### src/rtl/psh_unused_guard.sv
// Spare design file; the block needs no guard logic

### src/common/psh_pkg.sv
// Constants and types shared by the power-state handshake block
package psh_pkg;

    // ****************************************************************
    // Timing
    // ****************************************************************
    localparam int CLK_HZ          = 20_000_000;
    localparam int DEBOUNCE_MS     = 30;
    localparam int HOLD_STEP_MS    = 500;
    localparam int DEBOUNCE_CYCLES = CLK_HZ / 1000 * DEBOUNCE_MS;
    localparam int HOLD_STEP_CYCLES = CLK_HZ / 1000 * HOLD_STEP_MS;

    // ****************************************************************
    // Register offsets
    // ****************************************************************
    localparam logic [7:0] BUTTON_CONFIG_ADDR  = 8'h26;
    localparam logic [7:0] BUTTON_STATUS_ADDR  = 8'h27;
    localparam logic [7:0] CHARGE_VOLT_ADDR    = 8'h28;
    localparam logic [7:0] CHARGE_RES_ADDR     = 8'h29;

    // ****************************************************************
    // Reset values and field positions
    // ****************************************************************
    localparam logic [7:0] BUTTON_CONFIG_RESET = 8'h08;
    localparam logic [7:0] BUTTON_STATUS_RESET = 8'h10;
    localparam logic [1:0] CHARGE_VOLT_RESET   = 2'h0;
    localparam logic [1:0] CHARGE_RES_RESET    = 2'h0;
    localparam int         LEVEL_BIT           = 4;
    localparam int         HOLD_LSB            = 0;
    localparam int         CLEAR_HOLD_BIT      = 5;
    localparam int         CLEAR_FAULT_BIT     = 4;
    localparam logic [3:0] HOLD_MAX            = 4'hF;
    localparam logic [3:0] FAULT_DISABLED      = 4'h0;

    // ****************************************************************
    // Power states
    // ****************************************************************
    typedef enum logic [2:0] {
        PSH_FULLY_OFF,
        PSH_STANDBY_UP,
        PSH_STANDBY,
        PSH_ACTIVE_UP,
        PSH_ACTIVE,
        PSH_SHALLOW_IDLE,
        PSH_SLEEP3,
        PSH_SLEEP4
    } psh_state_t;

endpackage

### src/rtl/psh_power_state_handshake.sv
// Power-state handshake, button status and backup-charger registers
`timescale 1ns/10ps
module psh_power_state_handshake
    import psh_pkg::*;
#(
    parameter int DEBOUNCE_LEN = DEBOUNCE_CYCLES,
    parameter int HOLD_STEP_LEN = HOLD_STEP_CYCLES
) (
    input  wire logic       sys_clk,
    input  wire logic       sys_rst,
    input  wire logic       button_input_n,
    input  wire logic       shallow_sleep_n,
    input  wire logic       sleep_state3_n,
    input  wire logic       sleep_state4_n,
    input  wire logic       platform_reset_n,
    input  wire logic       standbyRailsGood,
    input  wire logic       softStartDone,
    input  wire logic       memConverterAbove90,
    input  wire logic [7:0] regAddr,
    input  wire logic       regWrEn,
    input  wire logic [7:0] regWrData,
    input  wire logic       regRdEn,
    output logic [7:0]      regRdData,
    output logic            resume_reset_n,
    output logic            memory_power_good,
    output logic            always_on_power_good,
    output logic            core_power_good,
    output logic            standbyRailsEn,
    output logic            activeRailsEn,
    output logic            memConverterEn,
    output logic            powerSaveMode,
    output logic            deepSleep,
    output logic            coldOff,
    output logic            buttonOutN,
    output logic            hostOutOfReset,
    output logic [1:0]      backup_charge_voltage_sel,
    output logic [1:0]      backup_charge_resistance_sel
);

    // ****************************************************************
    // Button path
    // ****************************************************************
    logic       button_level;
    logic       levelPrev_reg;
    logic [3:0] button_hold_time;
    logic       pressStart;
    logic       clearHold;
    logic [3:0] fault_hold_limit_reg;
    logic       faultMatch;
    psh_state_t state_reg;
    psh_state_t state_next;

    psh_debounce #(
        .CYCLES   (DEBOUNCE_LEN)
    ) u_debounce (
        .sys_clk  (sys_clk),
        .sys_rst  (sys_rst),
        .rawN     (button_input_n),
        .levelReg (button_level)
    );

    // Falling edge of debounced level marks a new press
    always_ff @(posedge sys_clk or posedge sys_rst) begin
        if (sys_rst) begin
            levelPrev_reg <= 1'b1;
        end else begin
            levelPrev_reg <= button_level;
        end
    end
    assign pressStart = levelPrev_reg && !button_level;

    // Clear-hold and clear-fault strobes act on the same timer
    assign clearHold = regWrEn && regAddr == BUTTON_CONFIG_ADDR &&
        (regWrData[CLEAR_HOLD_BIT] || regWrData[CLEAR_FAULT_BIT]);

    psh_hold_timer #(
        .STEP       (HOLD_STEP_LEN)
    ) u_hold_timer (
        .sys_clk    (sys_clk),
        .sys_rst    (sys_rst),
        .pressed    (!button_level),
        .pressStart (pressStart),
        .clearHold  (clearHold),
        .holdReg    (button_hold_time)
    );

    // Forced shutdown on a match while powered
    assign faultMatch = fault_hold_limit_reg != FAULT_DISABLED &&
        button_hold_time == fault_hold_limit_reg &&
        state_reg != PSH_FULLY_OFF;

    // ****************************************************************
    // Registers
    // ****************************************************************

    // Fault limit; clear bits are strobes and are not stored
    always_ff @(posedge sys_clk or posedge sys_rst) begin
        if (sys_rst) begin
            fault_hold_limit_reg <= BUTTON_CONFIG_RESET[3:0];
        end else if (regWrEn && regAddr == BUTTON_CONFIG_ADDR) begin
            fault_hold_limit_reg <= regWrData[3:0];
        end
    end

    // Backup charger settings, cleared on button wake from off
    always_ff @(posedge sys_clk or posedge sys_rst) begin
        if (sys_rst) begin
            backup_charge_voltage_sel    <= CHARGE_VOLT_RESET;
            backup_charge_resistance_sel <= CHARGE_RES_RESET;
        end else if (state_reg == PSH_FULLY_OFF && pressStart) begin
            backup_charge_voltage_sel    <= CHARGE_VOLT_RESET;
            backup_charge_resistance_sel <= CHARGE_RES_RESET;
        end else if (regWrEn && regAddr == CHARGE_VOLT_ADDR) begin
            backup_charge_voltage_sel    <= regWrData[1:0];
        end else if (regWrEn && regAddr == CHARGE_RES_ADDR) begin
            backup_charge_resistance_sel <= regWrData[1:0];
        end
    end

    // Read port; status register has no writable bits
    always_ff @(posedge sys_clk or posedge sys_rst) begin
        if (sys_rst) begin
            regRdData <= 8'h00;
        end else if (regRdEn) begin
            case (regAddr)
                BUTTON_CONFIG_ADDR: regRdData <= {4'h0, fault_hold_limit_reg};
                BUTTON_STATUS_ADDR: regRdData <= {3'h0, button_level,
                    button_hold_time};
                CHARGE_VOLT_ADDR:   regRdData <= {6'h00,
                    backup_charge_voltage_sel};
                CHARGE_RES_ADDR:    regRdData <= {6'h00,
                    backup_charge_resistance_sel};
                default:            regRdData <= 8'h00;
            endcase
        end
    end

    // ****************************************************************
    // Power state machine
    // ****************************************************************
    always_comb begin
        state_next = state_reg;
        if (faultMatch) begin
            state_next = PSH_FULLY_OFF;
        end else begin
            case (state_reg)
                PSH_FULLY_OFF: begin
                    if (pressStart) state_next = PSH_STANDBY_UP;
                end
                PSH_STANDBY_UP: begin
                    if (standbyRailsGood) state_next = PSH_STANDBY;
                end
                PSH_STANDBY: begin
                    if (sleep_state3_n && sleep_state4_n) begin
                        state_next = PSH_ACTIVE_UP;
                    end
                end
                PSH_ACTIVE_UP: begin
                    if (!sleep_state3_n) begin
                        state_next = PSH_SLEEP3;
                    end else if (softStartDone) begin
                        state_next = PSH_ACTIVE;
                    end
                end
                PSH_ACTIVE: begin
                    if (!sleep_state3_n) begin
                        state_next = PSH_SLEEP3;
                    end else if (!shallow_sleep_n) begin
                        state_next = PSH_SHALLOW_IDLE;
                    end
                end
                PSH_SHALLOW_IDLE: begin
                    if (!sleep_state3_n) begin
                        state_next = PSH_SLEEP3;
                    end else if (shallow_sleep_n) begin
                        state_next = PSH_ACTIVE;
                    end
                end
                PSH_SLEEP3: begin
                    // Sleep-4 counts only while sleep-3 is still low
                    if (sleep_state3_n) begin
                        state_next = PSH_ACTIVE_UP;
                    end else if (!sleep_state4_n) begin
                        state_next = PSH_SLEEP4;
                    end
                end
                PSH_SLEEP4: begin
                    if (sleep_state3_n || sleep_state4_n) begin
                        state_next = PSH_SLEEP3;
                    end
                end
                default: state_next = PSH_FULLY_OFF;
            endcase
        end
    end

    // State register
    always_ff @(posedge sys_clk or posedge sys_rst) begin
        if (sys_rst) begin
            state_reg <= PSH_FULLY_OFF;
        end else begin
            state_reg <= state_next;
        end
    end

    // Rail enables, power-save and deep-sleep follow the next state; coldOff registers faultMatch
    always_ff @(posedge sys_clk or posedge sys_rst) begin
        if (sys_rst) begin
            standbyRailsEn <= 1'b0;
            activeRailsEn  <= 1'b0;
            memConverterEn <= 1'b0;
            powerSaveMode  <= 1'b0;
            deepSleep      <= 1'b0;
            coldOff        <= 1'b0;
        end else begin
            standbyRailsEn <= state_next != PSH_FULLY_OFF;
            activeRailsEn  <= state_next == PSH_ACTIVE_UP ||
                state_next == PSH_ACTIVE || state_next == PSH_SHALLOW_IDLE;
            memConverterEn <= state_next == PSH_ACTIVE_UP ||
                state_next == PSH_ACTIVE || state_next == PSH_SHALLOW_IDLE;
            powerSaveMode  <= state_next == PSH_SHALLOW_IDLE;
            deepSleep      <= state_next == PSH_SLEEP4;
            coldOff        <= faultMatch;
        end
    end

    // ****************************************************************
    // Handshake outputs to the host
    // ****************************************************************
    always_ff @(posedge sys_clk or posedge sys_rst) begin
        if (sys_rst) begin
            resume_reset_n       <= 1'b0;
            memory_power_good    <= 1'b0;
            always_on_power_good <= 1'b0;
            core_power_good      <= 1'b0;
            buttonOutN           <= 1'b1;
            hostOutOfReset       <= 1'b0;
        end else begin
            resume_reset_n       <= state_next != PSH_FULLY_OFF &&
                state_next != PSH_STANDBY_UP;
            memory_power_good    <= memConverterEn &&
                memConverterAbove90;
            always_on_power_good <= state_next == PSH_ACTIVE ||
                state_next == PSH_SHALLOW_IDLE;
            core_power_good      <= state_next == PSH_ACTIVE ||
                state_next == PSH_SHALLOW_IDLE;
            buttonOutN           <= button_level;
            hostOutOfReset       <= platform_reset_n;
        end
    end

    // ****************************************************************
    // Checks
    // ****************************************************************
    property p_level_read;
        @(posedge sys_clk) disable iff (sys_rst)
        regRdEn && regAddr == BUTTON_STATUS_ADDR |=>
            regRdData[LEVEL_BIT] == $past(button_level) &&
            regRdData[7:5] == 3'h0;
    endproperty
    a_level_read: assert property (p_level_read)
        else $error("Status level bit does not match debounced level");

    property p_hold_read;
        @(posedge sys_clk) disable iff (sys_rst)
        regRdEn && regAddr == BUTTON_STATUS_ADDR |=>
            regRdData[3:0] == $past(button_hold_time);
    endproperty
    a_hold_read: assert property (p_hold_read)
        else $error("Status hold field does not match hold timer");

    property p_charger_clear;
        @(posedge sys_clk) disable iff (sys_rst)
        state_reg == PSH_FULLY_OFF && pressStart |=>
            backup_charge_voltage_sel == CHARGE_VOLT_RESET &&
            backup_charge_resistance_sel == CHARGE_RES_RESET;
    endproperty
    a_charger_clear: assert property (p_charger_clear)
        else $error("Charger settings not cleared on wake");

    property p_resume_release;
        @(posedge sys_clk) disable iff (sys_rst)
        $rose(resume_reset_n) |-> $past(standbyRailsGood) &&
            $past(state_reg) == PSH_STANDBY_UP;
    endproperty
    a_resume_release: assert property (p_resume_release)
        else $error("Resume reset released before standby rails good");

    property p_resume_off;
        @(posedge sys_clk) disable iff (sys_rst)
        state_reg == PSH_FULLY_OFF |-> !resume_reset_n;
    endproperty
    a_resume_off: assert property (p_resume_off)
        else $error("Resume reset high in fully-off state");

    property p_memory_good;
        @(posedge sys_clk) disable iff (sys_rst)
        !memConverterEn |=> !memory_power_good;
    endproperty
    a_memory_good: assert property (p_memory_good)
        else $error("Memory power good high with converter off");

    property p_always_on_good;
        @(posedge sys_clk) disable iff (sys_rst)
        $rose(always_on_power_good) |-> $past(softStartDone) &&
            core_power_good;
    endproperty
    a_always_on_good: assert property (p_always_on_good)
        else $error("Always-on good before soft start complete");

    property p_core_idle;
        @(posedge sys_clk) disable iff (sys_rst)
        state_reg == PSH_SHALLOW_IDLE |-> core_power_good && powerSaveMode;
    endproperty
    a_core_idle: assert property (p_core_idle)
        else $error("Core good or power save low in shallow idle");

    property p_shallow_entry;
        @(posedge sys_clk) disable iff (sys_rst)
        state_reg == PSH_ACTIVE && !shallow_sleep_n && sleep_state3_n &&
            !faultMatch |=> powerSaveMode;
    endproperty
    a_shallow_entry: assert property (p_shallow_entry)
        else $error("Shallow sleep request did not enter power save");

    property p_deep_entry;
        @(posedge sys_clk) disable iff (sys_rst)
        $rose(state_reg == PSH_SLEEP4) |-> $past(state_reg) == PSH_SLEEP3 &&
            !$past(sleep_state3_n) && resume_reset_n;
    endproperty
    a_deep_entry: assert property (p_deep_entry)
        else $error("Deep sleep entered without sleep-3 asserted");

    property p_host_reset;
        @(posedge sys_clk) disable iff (sys_rst)
        ##1 hostOutOfReset == $past(platform_reset_n);
    endproperty
    a_host_reset: assert property (p_host_reset)
        else $error("Host reset status does not follow its input");

    property p_fault_off;
        @(posedge sys_clk) disable iff (sys_rst)
        faultMatch |=> state_reg == PSH_FULLY_OFF && coldOff ##1
            !resume_reset_n;
    endproperty
    a_fault_off: assert property (p_fault_off)
        else $error("Fault limit match did not force cold off");

    property p_config_read;
        @(posedge sys_clk) disable iff (sys_rst)
        regRdEn && regAddr == BUTTON_CONFIG_ADDR |=> regRdData[7:4] == 4'h0;
    endproperty
    a_config_read: assert property (p_config_read)
        else $error("Clear bits did not read back zero");

endmodule

### src/rtl/psh_debounce.sv
// Button debounce filter
`timescale 1ns/10ps
module psh_debounce
    import psh_pkg::*;
#(
    parameter int CYCLES = DEBOUNCE_CYCLES
) (
    input  wire logic sys_clk,
    input  wire logic sys_rst,
    input  wire logic rawN,
    output logic      levelReg
);

    logic [23:0] countReg;

    // ****************************************************************
    // Filter: level flips after the raw input differs for CYCLES
    // ****************************************************************
    always_ff @(posedge sys_clk or posedge sys_rst) begin
        if (sys_rst) begin
            countReg <= 24'h000000;
            levelReg <= 1'b1;
        end else if (rawN == levelReg) begin
            countReg <= 24'h000000;
        end else if (countReg == 24'(CYCLES - 1)) begin
            countReg <= 24'h000000;
            levelReg <= rawN;
        end else begin
            countReg <= countReg + 24'h000001;
        end
    end

    property p_debounce_stable;
        @(posedge sys_clk) disable iff (sys_rst)
        $changed(levelReg) |-> $past(rawN) == levelReg &&
            $past(countReg) == 24'(CYCLES - 1);
    endproperty
    a_debounce_stable: assert property (p_debounce_stable)
        else $error("Debounced level changed before the filter time");

endmodule

### src/rtl/psh_hold_timer.sv
// Button hold-time measurement in half-second steps
`timescale 1ns/10ps
module psh_hold_timer
    import psh_pkg::*;
#(
    parameter int STEP = HOLD_STEP_CYCLES
) (
    input  wire logic       sys_clk,
    input  wire logic       sys_rst,
    input  wire logic       pressed,
    input  wire logic       pressStart,
    input  wire logic       clearHold,
    output logic [3:0]      holdReg
);

    logic [23:0] stepReg;

    // ****************************************************************
    // Count half seconds of press, keep value after release
    // ****************************************************************
    always_ff @(posedge sys_clk or posedge sys_rst) begin
        if (sys_rst) begin
            stepReg <= 24'h000000;
            holdReg <= 4'h0;
        end else if (clearHold || pressStart) begin
            stepReg <= 24'h000000;
            holdReg <= 4'h0;
        end else if (pressed && holdReg != HOLD_MAX) begin
            if (stepReg == 24'(STEP - 1)) begin
                stepReg <= 24'h000000;
                holdReg <= holdReg + 4'h1;
            end else begin
                stepReg <= stepReg + 24'h000001;
            end
        end
    end

    property p_hold_monotonic;
        @(posedge sys_clk) disable iff (sys_rst)
        !$past(clearHold) && !$past(pressStart) |-> holdReg >= $past(holdReg);
    endproperty
    a_hold_monotonic: assert property (p_hold_monotonic)
        else $error("Hold time decreased without clear or new press");

    property p_hold_kept;
        @(posedge sys_clk) disable iff (sys_rst)
        !pressed && !clearHold && !pressStart |=> $stable(holdReg);
    endproperty
    a_hold_kept: assert property (p_hold_kept)
        else $error("Hold time changed while button released");

endmodule

### config.mk
export PLATFORM = sky130hd
export DESIGN_NAME = psh_power_state_handshake
export DESIGN_NICKNAME = d
export VERILOG_FILES = /design/src/rtl/psh_unused_guard.sv /design/src/common/psh_pkg.sv /design/src/rtl/psh_power_state_handshake.sv /design/src/rtl/psh_debounce.sv /design/src/rtl/psh_hold_timer.sv
export SDC_FILE = /design/constraint.sdc
export NUM_CORES = 1
export LEC_CHECK = 0
export BUFFER_PORTS_ARGS = -buffer_cell sky130_fd_sc_hd__buf_2
export CORE_AREA = 2 2 77 94
export DETAILED_ROUTE_END_ITERATION = 10
export DIE_AREA = 0 0 79 96
export PLACE_DENSITY_LB_ADDON = 0.2
export SYNTH_ARGS = -nofsm -noshare
export SYNTH_HDL_FRONTEND = slang
export SYNTH_SLANG_ARGS = --single-unit
### constraint.sdc
create_clock -name sys_clk -period 5.8 [get_ports sys_clk]
set_input_delay 0 -clock sys_clk [delete_from_list [all_inputs] [get_ports sys_clk]]
set_output_delay 0 -clock sys_clk [all_outputs]
set_load 0.02 [all_outputs]
==> impl_metrics.toml, run 1 <==
[finish]
top_regs = "u_debounce.countReg (24), u_hold_timer.stepReg (24), regRdData (5)"
final_util_pct = 70.6
area_growth_pct = 16.0
diodes = 0
fin_nets = 505
final_layout_size_suffix_gt1_share_pct = 16.9
fillCellCount = 517

[timing]
period_share_pct = 44.4
grt_setup_unrepaired = "false"
hold_viol_final = 0
slew_viol_final = 0
period_minus_slack_ns = 2.57
worst_pin_slew_ns = 0.922
setup_violations = 0
setup_tns_ns = 0
clock_skew_ns = 0.0112
maxSlewHeadroom_pct = 37.9
fmaxAchievable_mhz = 389
fin_ws_ns = 3.23

[place]
post-place-ws_ns = 3.31
portBuffers = 46
gp_congestion = 0.819
dp_hpwl_mm = 5.78

[clock_network]
clockRootBuffer = "clkbuf_8"
cts_made_buffers = 9
htreeDepth = 3
cts_tree = "done"
clk_pin_slew_ns = 0.08
cts_buffer_depth = 2
cts_sinks = 79
clk_latency_ns = 0.35

[global_route]
grt_use_total_pct = 23.8
antenna_found_initial = 0
grt_max_degree = 46
overflow = 0
grt_pass1_vias = 3168
grt_pass1_wl_mm = 14.2

[yosys]
synthCells = 420
synth_edf_count = 0
seq_area_frac_synth_pct = 48.6
ys_ff_latch = 79
yosys-top-cells-area = "dfrtp_1 (47%), xor2_1 (5.8%), nor2_1 (5.5%), xnor2_1 (3.0%), nand2_1 (2.7%)"
synth_top_area_share_pct = 46.7
ys_async_sr_fraction_pct = 100
syn_area_sq_mm = 0.00407
yosys_warnings = 0
syn_avg_cell_area_sq_um = 9.70
synth-main-ff-cell = "dfrtp_1"
netlist-cell-type-count = 54
synth_area_leader_cell = "dfrtp_1"

[critical_path]
rr_startpoint = "u_hold_timer.stepReg[0]"
worst-setup-path-type = "flop to flop"
crit_start = "u_hold_timer.stepReg[0]"
r2r_slack_ns = 3.23
worstPathMaxFanout = 8
worst_r2r_path_depth = 6
timing.rr.end = "u_hold_timer.holdReg[3]"
critPathCaptureType = "flop"
required_ns = 6.07
arrival_ns = 2.84
startpoint_type = "flop"

[run]
drv_cap = 0

[die]
core_area_sq_mm = 0.00669
rows = 33
die-area_sq_mm = 0.00758
die_h_microns = 96
fp.dieW_microns = 79
initial_utilization_pct = 60.9
pin_count = 52

[worst_hold_path]
holdPathStages = 3
worstHoldEndpoint = "regRdData[4]"
hold_class = "primary input to flop"
min_from = "regAddr[0]"

[drt]
num_vias = 3224
drt-total-wl_mm = 8.30
drtIter0Drc = 151
ant_nets = 0
drcViolationCount = 0
drt-pass1-iter-count = 4
viasPerCell = 5.70
wl_per_cell_microns = 14.7

[pwr]
vdd_ir_drop_max_mv = 0.181
powerDensity_mw_per_mm2 = 301
p_total_w = 0.00142
p_leak_nw = 2.16

[outcome]
outcome = "completed"
[synth_stat cells, drive strengths merged (4+ instances only)]
cell type / count
a21oi: 16
and3: 5
and4: 4
buf: 8
clkbuf: 11
dfrtp: 76
inv: 13
mux2: 5
mux2i: 8
nand2: 29
nand2b: 6
nand3: 19
nand4: 11
nor2: 60
nor2b: 4
nor3: 14
nor3b: 4
nor4: 5
nor4b: 5
o2111ai: 6
o211ai: 8
o21ai: 10
o22ai: 5
or4: 5
xnor2: 14
xor2: 27
[report_power, final]
group	internal (W)	switching (W)
clock	0.000342	0.000198
combinational	0.0000907	0.000131
sequential	0.000601	0.0000575
total	0.00103	0.000387
[metrics by stage]
stage / hold WS [ns] / area, sq um / instances
global placement: 0.111 / 4350 / 539
CTS: 0.0168 / 4720 / 565
detailed placement: 0.114 / 4350 / 539
floorplan: 0.0314 / 4080 / 422
global route: 0.0544 / 4720 / 566
finish: 0.0237 / 4720 / 566
[final cells by class]
class / count / area (sq um) / share of cell area (%)
inverters: 13 / 48.8 / 1.03
repair buffers: 60 / 357 / 7.55
clock inverters: 5 / 129 / 2.73
clock buffers: 11 / 141 / 2.99
multi-input cells: 311 / 1960 / 41.5
flip-flops and latches: 79 / 1980 / 41.9
well taps: 87 / 109 / 2.30
[layout by cell type (no fill, tap or decap), types with 5 or more instances in the layout]
master and n:
and3_1 5, o2111ai_1 6, mux2i_1 8, mux2_2 5, o211ai_1 8, nand4_1 11
clkbuf_8 10, buf_2 46, nor2_1 60, nor3_1 14, xor2_1 27, o21ai_0 9
a21oi_1 16, dlygate4sd3_1 10, inv_1 12, nand2b_1 6, or4_1 5, nand3_1 19
xnor2_1 14, nand2_1 29, o22ai_1 5, nor4b_1 5, dfrtp_1 76
[worst max-delay path, cell delays in order (launching register included)]
cell and delay [ns]:
dfrtp_1 0.42, ha_1 0.24, nand4_1 0.24, nor4_2 0.66, a31oi_1 0.36, or3_1 0.42
a21oi_1 0.15
[metal layers]
metal	global-route usage, %	vias up	part of all wire, %
met5	0	-	0
met4	9.34	0	1.7
met3	3.47	14	3.2
met2	43.4	61	52
met1	28.2	1547	43
li1	-	1602	-
[worst max-delay path by stage]
stage | end | slack, ns | depth (start not counted)
2_1_floorplan | u_hold_timer.holdReg[3] | 3.68 | 6
3_3_place_gp | u_hold_timer.holdReg[3] | 3.33 | 6
3_5_place_dp | u_hold_timer.holdReg[3] | 3.31 | 6
4_1_cts | u_hold_timer.holdReg[3] | 3.26 | 6
5_1_grt | u_hold_timer.holdReg[2] | 3.08 | 6
6_report | u_hold_timer.holdReg[3] | 3.23 | 6
[logic make-up after synthesis]
family | Yosys count | share of synthesized area [%]
DFF | 79 | 48.6
other | 1 | 0.0921
buffers and inverters | 32 | 3.44
and+or+nand+nor | 183 | 22.9
AOI/OAI and AO/OA | 68 | 11.8
muxes | 13 | 3.35
xor gates and xnor gates | 41 | 8.82
adders and majority gates | 3 | 0.922
[what timing repair did]
item,CTS,global route
gates resized for setup,0,0
hold buffers,10,0
buffers inserted,0,0
hold endpoints to repair,50,0
(Power assumes the default switching activity.)
==> run 2, diff against run 1 <==
CORE_AREA = 2 2 80 97   (was 2 2 77 94)
DIE_AREA = 0 0 82 99   (was 0 0 79 96)
clock period = 2.5 ns   (was 5.8 ns; I/O delays follow)
==> run 2 against run 1 <==
Against the previous run: non-clock buffer count is 9 higher; critical endpoint unchanged; design area is 1.5% higher; sequential cell count stayed put; setup slack worse by 2.9 ns; wire length is 4.0% higher; clock power is 120% higher; first-iteration DRC count is 36% higher.
==> impl_metrics.toml, run 2 (same netlist as run 1, synthesis figures left out) <==
[outcome]
outcome = "completed"

[timing]
period_share_pct = 88.6
slew_viol_final = 0
fin_hold_ws_ns = 0.0300
period_minus_slack_ns = 2.21
grt_setup_unrepaired = "false"
hold_viol_final = 0
worst_pin_slew_ns = 0.748
setup_tns_ns = 0
fin_ws_ns = 0.286
clock_skew_ns = 0.00891
fmaxAchievable_mhz = 452
maxSlewHeadroom_pct = 50.1
setup_violations = 0

[die]
die_h_microns = 99
pin_count = 52
fp.dieW_microns = 82
initial_utilization_pct = 57.0
rows = 34
die-area_sq_mm = 0.00812
core_area_sq_mm = 0.00715

[critical_path]
startpoint_type = "flop"
critPathCaptureType = "flop"
worst_r2r_path_depth = 7
worstPathMaxFanout = 8
crit_start = "u_hold_timer.stepReg[0]"
worst-setup-path-type = "flop to flop"
required_ns = 2.78
arrival_ns = 2.49
rr_startpoint = "u_hold_timer.stepReg[0]"

[clock_network]
cts_resized = 0
cts_tree = "done"
cts_made_buffers = 9
clk_latency_ns = 0.36
cts_buffer_depth = 2
cts_sinks = 79
clk_pin_slew_ns = 0.09
clockRootBuffer = "clkbuf_8"
htreeDepth = 3

[finish]
layout_commonest_cell = "dfrtp_1"
area_growth_pct = 17.7
fin_nets = 514
final_util_pct = 67.1
final_layout_size_suffix_gt1_share_pct = 18.9
fillCellCount = 563
diodes = 0
stdcell_area_sq_mm = 0.00479
final_cell_mix = "dfrtp_1 (76), nor2_1 (60), buf_2 (46)"
top_regs = "u_debounce.countReg (24), u_hold_timer.stepReg (24), regRdData (5)"

[pwr]
powerDensity_mw_per_mm2 = 678
p_leak_nw = 2.21
vdd_ir_drop_max_mv = 0.472

[drt]
drcViolationCount = 0
wl_per_cell_microns = 14.9
num_vias = 3311
drtIter0Drc = 205
drt-pass1-iter-count = 4
drt-total-wl_mm = 8.63
ant_nets = 0
viasPerCell = 5.73

[place]
dp_hpwl_mm = 6.03
postPlaceCellArea_sq_mm = 0.00444
portBuffers = 46
post-place-ws_ns = 0.334
gp_congestion = 0.886

[worst_hold_path]
hold_class = "primary input to flop"
min_from = "regAddr[0]"
holdPathStages = 3

[global_route]
overflow = 0
antenna_found_initial = 0
grt_max_degree = 47
grt_use_total_pct = 22.7
grt_pass1_wl_mm = 14.4
grt_pass1_vias = 3161

[run]
drv_cap = 0
run 2: changes by cell type in the layout (fill, tap and decap cells not counted), sizes merged:
cell	previous run	this run
inv	13	16
clkbuf	12	9
buf	49	59
bufinv	4	3
run 2: layout make-up:
type	instances	area (sq um)	area share [%]
clock buffer	9	124	2.58
clock inverter	7	128	2.66
inverter	13	48.8	1.02
multi-input combinational	311	1960	40.9
sequential	79	1980	41.3
tap	90	113	2.35
timing repair buffer	69	440	9.19
run 2: critical path, stage by stage, from the launching register on:
cell	delay (ns)
dfrtp_1	0.43
ha_1	0.26
nand4_1	0.29
nor4_2	0.33
buf_4	0.20
a31oi_1	0.11
or3_1	0.38
a21oi_1	0.15
run 2: power breakdown:
group	internal (W)	switching, W	total (W)
clock	0.000679	0.000506	0.00118
combinational	0.000222	0.000315	0.000537
sequential	0.00139	0.000131	0.00153
run 2: path summary, 6_finish.rpt:
check	to	slack (ns)
setup / recovery	u_hold_timer.holdReg[3]	0.29
hold / removal	regRdData[4]	0.03
setup reg to reg	u_hold_timer.holdReg[3]	0.29
hold reg to reg	buttonOutN	0.41
max in group asynchronous	u_debounce.levelReg	1.43
min in group asynchronous	u_hold_timer.holdReg[2]	0.32
run 2: stage by stage:
step / total power [W] / std cells
4_1_cts: 0.00326 / 578
6_report: 0.00325 / 578
3_5_place_dp: 0.00207 / 552
5_1_grt: 0.00340 / 578
3_3_place_gp: 0.00205 / 552
2_1_floorplan: 0.00191 / 422
run 2: routing by layer:
layer	GRT usage, %	share of wire [%]	up-vias
met4	8.21	0.95	0
li1	-	-	1622
met2	37.9	51	73
met5	0	0	-
met1	28.9	44	1607
met3	4.49	4.7	9
run 2: repair_timing:
action / in CTS / in global routing
hold buffers: 10 / 0
buffers inserted: 0 / 0
endpoints found under the hold margin: 49 / 0
